<file path="config.mk">
export PLATFORM = sky130hd
export DESIGN_NAME = converter_setpoint_registers
export DESIGN_NICKNAME = d
export VERILOG_FILES = /design/src/inc/setpoint_pkg.sv /design/src/verilog/blank_timer.sv /design/src/verilog/converter_setpoint_registers.sv /design/src/verilog/voltage_decode.sv
export VERILOG_INCLUDE_DIRS = /design/src /design/src/inc
export SDC_FILE = /design/constraint.sdc
export NUM_CORES = 1
export LEC_CHECK = 0
export BUFFER_PORTS_ARGS = -buffer_cell sky130_fd_sc_hd__clkbuf_2
export CAP_MARGIN = 20
export CORE_MARGIN = 10
export CORE_UTILIZATION = 54
export DETAILED_ROUTE_END_ITERATION = 8
export GPL_TIMING_DRIVEN = 1
export PLACE_DENSITY = 0.78
export SETUP_SLACK_MARGIN = 0.2
export SKIP_CTS_REPAIR_TIMING = 1
export SYNTH_ARGS = -nofsm -noshare
export SYNTH_HDL_FRONTEND = slang
export SYNTH_SLANG_ARGS = --single-unit
</file>
<file path="constraint.sdc">
create_clock -name clk -period 7.9 [get_ports clk]
set_input_delay 1.58 -clock clk [delete_from_list [all_inputs] [get_ports clk]]
set_output_delay 1.58 -clock clk [all_outputs]
set_load 0.01 [all_outputs]
</file>
<file path="src/inc/setpoint_cfg.svh">
// Offsets, field positions, reset values and timing counts of the set-point registers
`ifndef SETPOINT_CFG_SVH
`define SETPOINT_CFG_SVH

`define SUBADDR_W            8
`define DATA_W               8
`define CODE_W               6
`define MV_W                 12

`define BUCK2_SUBADDR        8'h17
`define BUCK3_SUBADDR        8'h18
`define BUCKBOOST_SUBADDR    8'h19

`define BUCK2_RESET          8'h99
`define BUCK3_RESET          8'h8c
`define BUCKBOOST_RESET      8'hb2

`define PSE_BIT              7
`define RSVD_BIT             6
`define CODE_MSB             5
`define CODE_LSB             0

// Buck2 code map: 10 mV steps up to the knee, then 25 mV steps
`define BUCK2_KNEE           6'h32
`define BUCK2_BASE_MV        12'd850
`define BUCK2_STEP1_MV       12'd10
`define BUCK2_HIGH_MV        12'd1375
`define BUCK2_STEP2_MV       12'd25

// Buck3 code map: 25 mV steps up to the knee, then 50 mV steps
`define BUCK3_KNEE           6'h1a
`define BUCK3_BASE_MV        12'd900
`define BUCK3_STEP1_MV       12'd25
`define BUCK3_HIGH_MV        12'd1600
`define BUCK3_STEP2_MV       12'd50

// Buck-boost code map: 25 mV then 50 mV steps, codes above the top are reserved
`define BB_KNEE              6'h0f
`define BB_BASE_MV           12'd1175
`define BB_STEP1_MV          12'd25
`define BB_HIGH_MV           12'd1600
`define BB_STEP2_MV          12'd50
`define BB_TOP_CODE          6'h34

// Monitor blanking after a set-point write
`define CLK_MHZ              200
`define BLANK_TIME_MS        5
`define BLANK_CYCLES         (`BLANK_TIME_MS * `CLK_MHZ * 1000)

// Cycles the strap synchroniser needs before its output is trusted
`define STRAP_SETTLE         2'd3

`endif

</file>
<file path="src/inc/setpoint_pkg.sv">
// Types shared by the converter set-point register logic
package setpoint_pkg;

   typedef enum logic [1:0] {
      KIND_BUCK2     = 2'b00,
      KIND_BUCK3     = 2'b01,
      KIND_BUCKBOOST = 2'b10
   } conv_kind_t;

   typedef enum logic [1:0] {
      STRAP_WAIT = 2'b00,
      STRAP_LOAD = 2'b01,
      STRAP_DONE = 2'b10
   } strap_state_t;

endpackage

</file>
<file path="src/verilog/blank_timer.sv">
// Retriggerable interval timer that holds a blanking level for a fixed cycle count
`timescale 1ns/1ps

module blank_timer #(
   parameter int unsigned CYCLES = 1000000
) (
   input  wire logic clk,
   input  wire logic reset_n,
   input  wire logic ce,
   input  wire logic start,
   output logic      busy_ff
);

   localparam int unsigned CNT_W = $clog2(CYCLES + 1);

   if (CYCLES < 1) begin : g_bad_cycles
      $error("blank_timer needs CYCLES of at least 1");
   end

   logic [CNT_W-1:0] cnt_ff;

   // A new start restarts the full interval even if one is running
   always_ff @(posedge clk) begin
      if (!reset_n) begin
         cnt_ff  <= '0;
         busy_ff <= 1'b0;
      end else if (ce) begin
         if (start) begin
            cnt_ff  <= CNT_W'(CYCLES - 1);
            busy_ff <= 1'b1;
         end else if (busy_ff) begin
            if (cnt_ff == '0)
               busy_ff <= 1'b0;
            else
               cnt_ff <= cnt_ff - 1'b1;
         end
      end
   end

endmodule

</file>
<file path="src/verilog/converter_setpoint_registers.sv">
// Set-point registers, code decode and monitor blanking for the converters
//
// What this block and its host must do
// RQ1: Buck2 codes 24h-32h decode in 10 mV steps from 1.210 V and 33h-3Fh in 25 mV steps to 1.675 V.
// RQ2: Buck3 set-point sits at subaddress 0x18, resets to 0x8C, pulse-skip in bit 7, code in bits 5-0.
// RQ3: Buck3 code resets to Ch and maps 0h-1Ah from 0.900 V by 25 mV and 1Bh-3Fh by 50 mV to 3.400 V.
// RQ4: Buck-boost set-point sits at 0x19, resets to 0xB2, pulse-skip in bit 7, code 32h in bits 5-0.
// RQ5: Bit 7 is a read-write pulse-skip enable resetting to 1; 0 forces PWM, 1 allows skipping.
// RQ6: Writes change these registers only when the password mechanism unlocks them.
// RQ7: Every accepted buck3 write blanks its over/undervoltage monitoring for 5 ms.
// RQ8: Every accepted buck-boost write blanks its over/undervoltage monitoring for 5 ms.
// RQ9: The power-up buck3 and buck-boost codes may follow the resistor-select strap.
// RQ10: The host must never write a reserved buck-boost code.
// RQ11: The host must change the buck-boost code only while that converter is disabled.
// RQ12: Buck-boost codes map from 1.175 V by 25 mV to Fh, by 50 mV to 3.400 V at 34h; 35h-3Fh reserved.
// RQ13: Bit 6 always reads 0 and ignores writes.
`timescale 1ns/1ps
`include "setpoint_cfg.svh"

module converter_setpoint_registers
   import setpoint_pkg::*;
#(
   parameter int unsigned        BLANK_CYCLES       = `BLANK_CYCLES,
   parameter logic [`CODE_W-1:0] BUCK3_ALT_CODE     = 6'h08,
   parameter logic [`CODE_W-1:0] BUCKBOOST_ALT_CODE = 6'h14
) (
   input  wire logic                   clk,
   input  wire logic                   reset_n,
   input  wire logic                   ce,
   input  wire logic                   wr_en,
   input  wire logic                   rd_en,
   input  wire logic [`SUBADDR_W-1:0]  subaddr,
   input  wire logic [`DATA_W-1:0]     wdata,
   input  wire logic                   write_unlocked,
   input  wire logic                   resistor_select,
   input  wire logic [2:0]             ov_in,
   input  wire logic [2:0]             uv_in,
   output logic      [`DATA_W-1:0]     rdata_ff,
   output logic                        wr_done_ff,
   output logic                        ready_ff,
   output logic      [2:0]             pulse_skip_enable_ff,
   output logic      [`CODE_W-1:0]     buck2_voltage_code_ff,
   output logic      [`CODE_W-1:0]     buck3_voltage_code_ff,
   output logic      [`CODE_W-1:0]     buckboost_voltage_code_ff,
   output logic      [`MV_W-1:0]       buck2_mv_ff,
   output logic      [`MV_W-1:0]       buck3_mv_ff,
   output logic      [`MV_W-1:0]       buckboost_mv_ff,
   output logic                        buckboost_reserved_ff,
   output logic      [2:0]             blanking_ff,
   output logic      [2:0]             ov_out_ff,
   output logic      [2:0]             uv_out_ff
);

   if (BLANK_CYCLES < 1) begin : g_bad_blank
      $error("BLANK_CYCLES must be at least 1");
   end

   // RQ12 strap alternate legal
   // A reserved alternate would power up into a flagged, meaningless set-point
   if (BUCKBOOST_ALT_CODE > `BB_TOP_CODE) begin : g_bad_alt
      $error("BUCKBOOST_ALT_CODE must not be a reserved code");
   end

   // Converter index: 0 buck2, 1 buck3, 2 buck-boost
   localparam int unsigned NCONV = 3;

   // Reset images, split into fields by position rather than by shifting
   localparam logic [`DATA_W-1:0] BUCK2_RST     = `BUCK2_RESET;
   localparam logic [`DATA_W-1:0] BUCK3_RST     = `BUCK3_RESET;
   localparam logic [`DATA_W-1:0] BUCKBOOST_RST = `BUCKBOOST_RESET;

   strap_state_t       strap_state_ff;
   strap_state_t       nxt_strap_state;
   logic [1:0]         strap_cnt_ff;
   logic               resistor_select_meta_ff;
   logic               resistor_select_sync_ff;
   logic [2:0]         ov_meta_ff;
   logic [2:0]         ov_sync_ff;
   logic [2:0]         uv_meta_ff;
   logic [2:0]         uv_sync_ff;
   logic               wr_ok;
   logic [NCONV-1:0]   wr_hit;
   logic [NCONV-1:0]   blank_busy;
   logic [`MV_W-1:0]   mv_dec [NCONV];
   logic [NCONV-1:0]   rsvd_dec;

   // Register image as software sees it; bit 6 is never stored
   function automatic logic [`DATA_W-1:0] reg_image(
      input logic             pse,
      input logic [`CODE_W-1:0] code
   );
      logic [`DATA_W-1:0] v;
      v                      = '0;
      v[`PSE_BIT]            = pse;
      v[`CODE_MSB:`CODE_LSB] = code;
      reg_image              = v;
   endfunction

   // Pin synchronisers; the first stage feeds only the second
   always_ff @(posedge clk) begin
      if (!reset_n) begin
         resistor_select_meta_ff <= 1'b0;
         resistor_select_sync_ff <= 1'b0;
         ov_meta_ff   <= '0;
         ov_sync_ff   <= '0;
         uv_meta_ff   <= '0;
         uv_sync_ff   <= '0;
      end else if (ce) begin
         resistor_select_meta_ff <= resistor_select;
         resistor_select_sync_ff <= resistor_select_meta_ff;
         ov_meta_ff   <= ov_in;
         ov_sync_ff   <= ov_meta_ff;
         uv_meta_ff   <= uv_in;
         uv_sync_ff   <= uv_meta_ff;
      end
   end

   // RQ9 strap capture sequence
   always_comb begin
      nxt_strap_state = strap_state_ff;
      unique case (strap_state_ff)
         STRAP_WAIT: begin
            if (strap_cnt_ff == `STRAP_SETTLE)
               nxt_strap_state = STRAP_LOAD;
         end
         STRAP_LOAD: begin
            nxt_strap_state = STRAP_DONE;
         end
         STRAP_DONE: begin
            nxt_strap_state = STRAP_DONE;
         end
         default: begin
            nxt_strap_state = STRAP_WAIT;
         end
      endcase
   end

   always_ff @(posedge clk) begin
      if (!reset_n) begin
         strap_state_ff <= STRAP_WAIT;
         strap_cnt_ff   <= 2'h0;
      end else if (ce) begin
         strap_state_ff <= nxt_strap_state;
         if (strap_state_ff == STRAP_WAIT)
            strap_cnt_ff <= strap_cnt_ff + 2'h1;
      end
   end

   // RQ9 writes open after load
   // Gating writes on this keeps the strap load from overwriting a host value
   always_ff @(posedge clk) begin
      if (!reset_n)
         ready_ff <= 1'b0;
      else if (ce)
         ready_ff <= (nxt_strap_state == STRAP_DONE);
   end

   // RQ6 password gate
   // Writes are also held off until the strap defaults have landed
   assign wr_ok     = wr_en && write_unlocked && ready_ff;
   assign wr_hit[0] = wr_ok && (subaddr == `BUCK2_SUBADDR);
   assign wr_hit[1] = wr_ok && (subaddr == `BUCK3_SUBADDR);
   assign wr_hit[2] = wr_ok && (subaddr == `BUCKBOOST_SUBADDR);

   // RQ2 RQ4 RQ5 register storage
   always_ff @(posedge clk) begin
      if (!reset_n) begin
         pulse_skip_enable_ff[0]   <= BUCK2_RST[`PSE_BIT];
         pulse_skip_enable_ff[1]   <= BUCK3_RST[`PSE_BIT];
         pulse_skip_enable_ff[2]   <= BUCKBOOST_RST[`PSE_BIT];
         buck2_voltage_code_ff     <= BUCK2_RST[`CODE_MSB:`CODE_LSB];
         buck3_voltage_code_ff     <= BUCK3_RST[`CODE_MSB:`CODE_LSB];
         buckboost_voltage_code_ff <= BUCKBOOST_RST[`CODE_MSB:`CODE_LSB];
      end else if (ce) begin
         // RQ9 strap default load
         if (strap_state_ff == STRAP_LOAD && resistor_select_sync_ff) begin
            buck3_voltage_code_ff     <= BUCK3_ALT_CODE;
            buckboost_voltage_code_ff <= BUCKBOOST_ALT_CODE;
         end
         // RQ13 bit 6 dropped
         if (wr_hit[0]) begin
            pulse_skip_enable_ff[0] <= wdata[`PSE_BIT];
            buck2_voltage_code_ff   <= wdata[`CODE_MSB:`CODE_LSB];
         end
         if (wr_hit[1]) begin
            pulse_skip_enable_ff[1] <= wdata[`PSE_BIT];
            buck3_voltage_code_ff   <= wdata[`CODE_MSB:`CODE_LSB];
         end
         // RQ4 buck-boost field update
         if (wr_hit[2]) begin
            pulse_skip_enable_ff[2]   <= wdata[`PSE_BIT];
            buckboost_voltage_code_ff <= wdata[`CODE_MSB:`CODE_LSB];
         end
      end
   end

   // RQ6 accepted-write acknowledge
   always_ff @(posedge clk) begin
      if (!reset_n)
         wr_done_ff <= 1'b0;
      else if (ce)
         wr_done_ff <= |wr_hit;
   end

   // RQ13 read path, bit 6 reads 0
   // Unmapped subaddresses read as zero
   always_ff @(posedge clk) begin
      if (!reset_n) begin
         rdata_ff <= '0;
      end else if (ce) begin
         if (rd_en) begin
            unique case (subaddr)
               `BUCK2_SUBADDR:
                  rdata_ff <= reg_image(pulse_skip_enable_ff[0], buck2_voltage_code_ff);
               `BUCK3_SUBADDR:
                  rdata_ff <= reg_image(pulse_skip_enable_ff[1], buck3_voltage_code_ff);
               `BUCKBOOST_SUBADDR:
                  rdata_ff <= reg_image(pulse_skip_enable_ff[2], buckboost_voltage_code_ff);
               default:
                  rdata_ff <= '0;
            endcase
         end
      end
   end

   // RQ1 buck2 decode
   voltage_decode #(
      .KIND       (KIND_BUCK2)
   ) u_dec_buck2 (
      .code       (buck2_voltage_code_ff),
      .millivolts (mv_dec[0]),
      .reserved   (rsvd_dec[0])
   );

   // RQ3 buck3 decode
   voltage_decode #(
      .KIND       (KIND_BUCK3)
   ) u_dec_buck3 (
      .code       (buck3_voltage_code_ff),
      .millivolts (mv_dec[1]),
      .reserved   (rsvd_dec[1])
   );

   // RQ12 buck-boost decode
   voltage_decode #(
      .KIND       (KIND_BUCKBOOST)
   ) u_dec_buckboost (
      .code       (buckboost_voltage_code_ff),
      .millivolts (mv_dec[2]),
      .reserved   (rsvd_dec[2])
   );

   // RQ1 RQ3 RQ12 decoded millivolts
   always_ff @(posedge clk) begin
      if (!reset_n) begin
         buck2_mv_ff     <= '0;
         buck3_mv_ff     <= '0;
         buckboost_mv_ff <= '0;
      end else if (ce) begin
         buck2_mv_ff     <= mv_dec[0];
         buck3_mv_ff     <= mv_dec[1];
         buckboost_mv_ff <= mv_dec[2];
      end
   end

   // RQ12 reserved code flagged
   // Flagged rather than clamped so software can see its own mistake
   always_ff @(posedge clk) begin
      if (!reset_n)
         buckboost_reserved_ff <= 1'b0;
      else if (ce)
         buckboost_reserved_ff <= rsvd_dec[2];
   end

   // RQ7 RQ8 blanking timers, one per converter
   for (genvar i = 0; i < NCONV; i++) begin : g_blank
      blank_timer #(
         .CYCLES  (BLANK_CYCLES)
      ) u_blank (
         .clk     (clk),
         .reset_n (reset_n),
         .ce      (ce),
         .start   (wr_hit[i]),
         .busy_ff (blank_busy[i])
      );
   end

   // RQ7 RQ8 monitor masking
   // Start is also masked so results never leak on the write cycle itself
   always_ff @(posedge clk) begin
      if (!reset_n) begin
         blanking_ff <= '0;
         ov_out_ff   <= '0;
         uv_out_ff   <= '0;
      end else if (ce) begin
         blanking_ff <= blank_busy | wr_hit;
         ov_out_ff   <= ov_sync_ff & ~(blank_busy | wr_hit);
         uv_out_ff   <= uv_sync_ff & ~(blank_busy | wr_hit);
      end
   end

   logic unused_rsvd;
   assign unused_rsvd = rsvd_dec[0] | rsvd_dec[1];

endmodule

</file>
<file path="src/verilog/voltage_decode.sv">
// Maps a 6-bit converter voltage code to millivolts for one converter kind
`timescale 1ns/1ps
`include "setpoint_cfg.svh"

module voltage_decode
   import setpoint_pkg::*;
#(
   parameter conv_kind_t KIND = KIND_BUCK2
) (
   input  wire logic [`CODE_W-1:0] code,
   output logic      [`MV_W-1:0]   millivolts,
   output logic                    reserved
);

   // Two linear segments joined at a knee code
   function automatic logic [`MV_W-1:0] two_seg(
      input logic [`CODE_W-1:0] c,
      input logic [`CODE_W-1:0] knee,
      input logic [`MV_W-1:0]   base,
      input logic [`MV_W-1:0]   step1,
      input logic [`MV_W-1:0]   high,
      input logic [`MV_W-1:0]   step2
   );
      logic [`CODE_W-1:0] over;
      over = c - knee - 6'h01;
      if (c <= knee)
         two_seg = base + step1 * {6'h00, c};
      else
         two_seg = high + step2 * {6'h00, over};
   endfunction

   always_comb begin
      reserved   = 1'b0;
      millivolts = '0;
      unique case (KIND)
         KIND_BUCK2: begin
            millivolts = two_seg(code, `BUCK2_KNEE, `BUCK2_BASE_MV, `BUCK2_STEP1_MV,
                                 `BUCK2_HIGH_MV, `BUCK2_STEP2_MV);
         end
         KIND_BUCK3: begin
            millivolts = two_seg(code, `BUCK3_KNEE, `BUCK3_BASE_MV, `BUCK3_STEP1_MV,
                                 `BUCK3_HIGH_MV, `BUCK3_STEP2_MV);
         end
         KIND_BUCKBOOST: begin
            // Reserved codes report 0 mV so nothing downstream acts on them
            if (code > `BB_TOP_CODE) begin
               reserved = 1'b1;
            end else begin
               millivolts = two_seg(code, `BB_KNEE, `BB_BASE_MV, `BB_STEP1_MV,
                                    `BB_HIGH_MV, `BB_STEP2_MV);
            end
         end
         default: begin
            reserved = 1'b1;
         end
      endcase
   end

endmodule
</file>
# After elaboration in Yosys (flattened, before gate mapping)
# Index checks and enable logic that the tools add are counted.
# totals
ff_bits,158
input_bits,29
out_inout_bits,77
wordCells,127
# op_classes
addsub,16
mul,6
n_lt_le_gt_ge,4
eq_ne,10
n_mux,30
n_bitwise,4
n_reduce_logical,27
# op_table
cell,count
two-way mux 20 bit,9
zero test 20 bit,3
subtractor 20 x 1 -> 20 bit (second input constant),3
multiplier 5 x 6 -> 11 bit (first input constant),5
two-way mux 12 bit,4
adder 11 x 11 -> 12 bit (first input constant),2
adder 11 x 12 -> 12 bit (first input constant),2
equality test 8 x 5 -> 1 bit (second input constant),3
two-way mux 6 bit,4
one-hot mux 8 bit (3 select lines),1
subtractor 6 x 1 -> 6 bit (second input constant),3
AND reduction 2 bit,7
adder 10 x 11 -> 12 bit (first input constant),1
adder 10 x 10 -> 11 bit (first input constant),1
two-way mux 1 bit,10
nonzero test 2 bit,5
multiplier 3 x 6 -> 9 bit (first input constant),1
AND reduction 3 bit,3
bitwise AND 3 bit,2
equality test 2 bit (second input constant),3
> comparator 6 bit (second input constant),1
<= comparator 6 x 4 -> 1 bit (second input constant),1
<= comparator 6 x 5 -> 1 bit (second input constant),1
<= comparator 6 bit (second input constant),1
other kinds (14),21

# Depth between registers and ports, before layout
# depth
depth_word,6
depth_mapped,15
ltp_nobuf,15

# Cells and area by module
# Synthesis repeated with hierarchy kept, for this count alone.
# hier_totals
cells_unflattened,1284
area_unflattened_um2,11343.4
# modules_own_cells
mod,n_inst,cells_each,area_per_inst_um2,seq_area_each_um2
converter_setpoint_registers,1,370,3711.1,1881.8
blank_timer at g_blank[0].u_blank ...,2,139,1208.7,420.4
voltage_decode at u_dec_buck3,1,166,1426.4,0.0
voltage_decode at u_dec_buckboost,1,175,1416.4,0.0
voltage_decode at u_dec_buck2,1,153,1251.2,0.0
blank_timer at g_blank[2].u_blank,1,142,1121.1,420.4

# Worst setup path after synthesis
# Ideal clock, no wire load.
# synth_path
kind,register to register
from,register buck2_voltage_code_ff[0]
to,register buck2_mv_ff[10]
setup_time_ps,117
arrival_ps,3790
t_required_ps,7783
setup_slack_ps,3993
stages_incl_launch_ff,14
path_buffers,1
period_less_slack_ps,3907
path_cell_list,dfxtp_1 -> clkbuf_1 -> inv_1 -> ha_1 -> ha_1 -> fa_1 -> ha_1 -> ha_1 -> o21ai_0 -> o21bai_1 -> a2111oi_0 -> o31a_1 -> o21ai_0 -> a22o_1
# synth_via
elab_chain_len,5
word_cells_on_any_way,8
cone_classes,add/sub: 4; mul: 2; order compare: 1; mux: 1
# synth_lines
element,line,text
start: declaration,converter_setpoint_registers.sv:42,"output logic [`CODE_W-1:0] buck2_voltage_code_ff,"
start signal: assignment,converter_setpoint_registers.sv:171,buck2_voltage_code_ff <= BUCK2_RST[`CODE_MSB:`CODE_LSB];
start signal: assignment,converter_setpoint_registers.sv:183,buck2_voltage_code_ff <= wdata[`CODE_MSB:`CODE_LSB];
subtractor 6 bit,voltage_decode.sv:25,over = c - knee - 6'h01;
subtractor 6 x 1 -> 6 bit,voltage_decode.sv:25,
multiplier 5 x 6 -> 11 bit,voltage_decode.sv:29,"two_seg = high + step2 * {6'h00, over};"
adder 11 x 11 -> 12 bit,voltage_decode.sv:29,
two-way mux 12 bit *,voltage_decode.sv:26,if (c <= knee)
end signal: assignment,converter_setpoint_registers.sv:260,buck2_mv_ff <= mv_dec[0];
end: declaration,converter_setpoint_registers.sv:45,"output logic [`MV_W-1:0] buck2_mv_ff,"
# Every way passes the cells marked *; elsewhere a longest branch is shown, timed or not.
# A chain may end at the register's enable or synchronous reset.

# Final worst setup path
# Same ends and word-level chain as after synthesis.

==> metrics.md <==
| Metric | Value |
|---|---|
| Final Hold Viols | `0` |
| Worst vdd ir | `0.0001853 V` |
| Count leader, synth | `dfxtp_1` |
| Post-synth top area cell | `dfxtp_1` |
| RSZ-0062 raised after global routing | `false` |
| CP max-delay cell | `a2111oi_0` |
| Pin count of the biggest net entering global routing | `100` |
| Clock Skew | `7.799 ps` |
| Layout Nets | `1479` |
| Clock root cell | `clkbuf_16` |
| Drt first pass iters | `7` |
| Worst Max-Slew Pin Slew | `1059 ps` |
| Synth top cells by count | `dfxtp_1, ha_1, nor2_1` |
| Clock latency on the worst-skew pair | `440 ps` |
| Post-synth EDFFs | `0` |
| TritonCTS clock tree | `yes` |
| Post-synth top flop | `dfxtp_1` |
| Dpl hpwl | `18600 microns` |
| Reg clk slew, reported paths | `70 ps` |
| Avg Cell Area, Syn | `8.562 sq um` |
| Post-Syn Nets | `1407` |
| DR vias | `9091` |
| Setup crit end kind | `register` |
| Die area | `25380 sq um` |
| TNS Setup | `0 ps` |
| H-tree depth | `4` |
| Max Slew Vio Count | `0` |
| Layout cells sized above 1 | `0.1238` |
| Ys Warns | `0` |
| Asr flop ratio synth | `0` |
| Total grt overflow | `0` |
| Final setup violation count | `0` |
| Synthesis-stage register bit count | `157` |
| Final std cells w/o fill | `1570` |
| Initial DRC count | `517` |
| Vias in the first global route | `8761` |
| Via density | `5.790` |
| Starting Density | `0.5547` |
| P per Cell Area | `168.6 nW/um^2` |
| Total wire length | `25850 microns` |
| Worst setup SP type | `register` |
| IO Port Bufs | `103` |
| Leakage | `5.268 nW` |
| Post-synthesis cell count | `1224` |
| Global Route Usage Sum | `0.1986` |
| Cells along the critical path | `a211o_1, nand2_1, xnor2_1, fa_1, ha_1, ha_1, o21ai_0, o21bai_1, a2111oi_0, o31a_1, o21ai_0, a22o_1` |
| Layout area overhead | `11.93%` |
| First-pass GRT wire length | `42730 microns` |
| Inst Count DP | `1537` |
| WP data required | `8230 ps` |
| Num CTS Buffers | `17` |
| Slowest stage delay, CP | `650 ps` |
| Slew headroom | `0.2943` |
| DRC Markers | `0` |
| CP max FO | `13` |
| Fin crit share | `0.5471` |
| Sequential fraction of the synthesis area | `0.2999` |
| Main area contributors after synthesis | `dfxtp_1, ha_1, xnor2_1, a21oi_1, nor2_1` |
| CORE AREA | `18890 sq um` |
| DR WL/cell | `16.46 microns` |
| Routability Congestion | `0.8816` |
| Max-cap violations | `0` |
| Die width | `159.3 microns` |
| Die height | `159.3 microns` |
| WS Path Type | `reg -> reg` |
| IO Count | `106` |
| Clock Path Buffers | `2` |
| Netlist cell types | `83` |
| Post-DRT Antenna Nets | `0` |
| Hold WC Path Type | `reg -> reg` |
| Hold depth | `2` |
| Max frequency | `231.4 MHz` |
| Fin crit period | `4322 ps` |
| Arrival @ worst endpoint | `4650 ps` |
| Reg2Reg Depth | `12` |
| FP Rows | `50` |
| Sink Count | `157` |
| Post-Syn Area | `10480 sq um` |
| Status | `finished clean` |
| Initial antenna violation count | `2` |
| Share of the synthesized area in the top cell type | `0.2999` |
metrics by stage:
step	util	setup WS [ps]	cell area, sq um	power [W]	hold slack [ps]
after detailed placement	0.5885	3508	11120	0.001135	455.6
after floorplan	-	3993	10480	0.001077	437.1
final	0.6209	3578	11730	0.001978	463.9
after CTS	0.6207	3690	11730	0.001987	464.4
after global placement	0.5885	3554	11120	0.001128	448.8
after global routing	0.6209	3209	11730	0.002051	484.9
flip-flops by register name, summed over array words and instances, names as in the netlist, 6 cells and up:
register and flops:
buck3_voltage_code_ff 6, buckboost_mv_ff 12, buck2_mv_ff 12, g_blank.u_blank.cnt_ff 60
buck3_mv_ff 12, buck2_voltage_code_ff 6, rdata_ff 7, buckboost_voltage_code_ff 6
worst max-delay path: cells and delay by family (launching register included):
family	cells	cell delay (ps)
AO/OA/AOI/OAI	7	1750
XOR/XNOR	1	580
flip-flops	1	620
AND/OR/NAND/NOR	1	60
adder cells (fa/ha/maj)	3	1210
path summary, 6_finish.rpt:
| kind | slack [ps] | to | startpoint |
|---|---|---|---|
| worst min register to register | 460 | wr_done_ff | wr_done_ff |
| worst max register to register | 3580 | buck2_mv_ff[10] | buck2_voltage_code_ff[0] |
| worst min-delay path | 460 | wr_done_ff | wr_done_ff |
| worst max-delay path | 3580 | buck2_mv_ff[10] | buck2_voltage_code_ff[0] |
layout by cell type, fill, tap and decap left out, types with 6 or more instances in the layout:
master       n
o21bai_1     7
clkbuf_16   17
fa_1        11
nor4_1       6
nor2_1     125
nand3_1     46
o211ai_1    12
or4_1        7
xnor2_1     56
a21o_1       6
dfxtp_1    157
xor2_1      39
a211oi_1    21
a22oi_1      9
mux2i_1     25
o21ai_0     40
nand4_1      7
or3_1       10
a21oi_1     95
inv_1       77
nor3_1      28
a2111oi_0    7
ha_1       143
a31oi_1     12
nor2b_1      9
nand2_1     95
clkbuf_2   102
a311oi_1     9
and3_1       9
and2_1       7
per-layer routing:
metal / vias up / wire [microns] / GRT usage
met5: - / 0 / 0
met4: 0 / 571 / 0.07540
met3: 41 / 1555 / 0.04932
met2: 252 / 12040 / 0.3210
met1: 4295 / 11680 / 0.2497
li1: 4503 / - / -
area by class of cell:
| cell class | count | area [sq um] |
|---|---|---|
| antenna | 1 | 2.502 |
| clock buffer | 18 | 439.2 |
| clock inverter | 14 | 170.2 |
| fill | 1636 | 7163 |
| inverter | 78 | 292.8 |
| multi-input combinational | 935 | 6809 |
| sequential | 157 | 3143 |
| tap | 260 | 325.3 |
| timing repair buffer | 107 | 548.0 |
kinds of logic after synthesis:
family	synth area share
other cells	0.0003578
mux	0.02388
compound gates	0.1736
flops	0.2999
simple gates	0.1808
fa+ha+maj	0.1917
buf+inv	0.05038
xor+xnor	0.07939
power breakdown:
| group | total [W] | internal, W | switching, W | leakage [nW] |
|---|---|---|---|---|
| Combinational | 0.000265 | 0.000114 | 0.000151 | 3.69 |
| Sequential | 0.000857 | 0.000827 | 0.0000299 | 1.27 |
| Clock | 0.000856 | 0.000487 | 0.000368 | 0.300 |
| Total | 0.00198 | 0.00143 | 0.000549 | 5.27 |
Note: power is estimated with default switching activity, not from simulation.
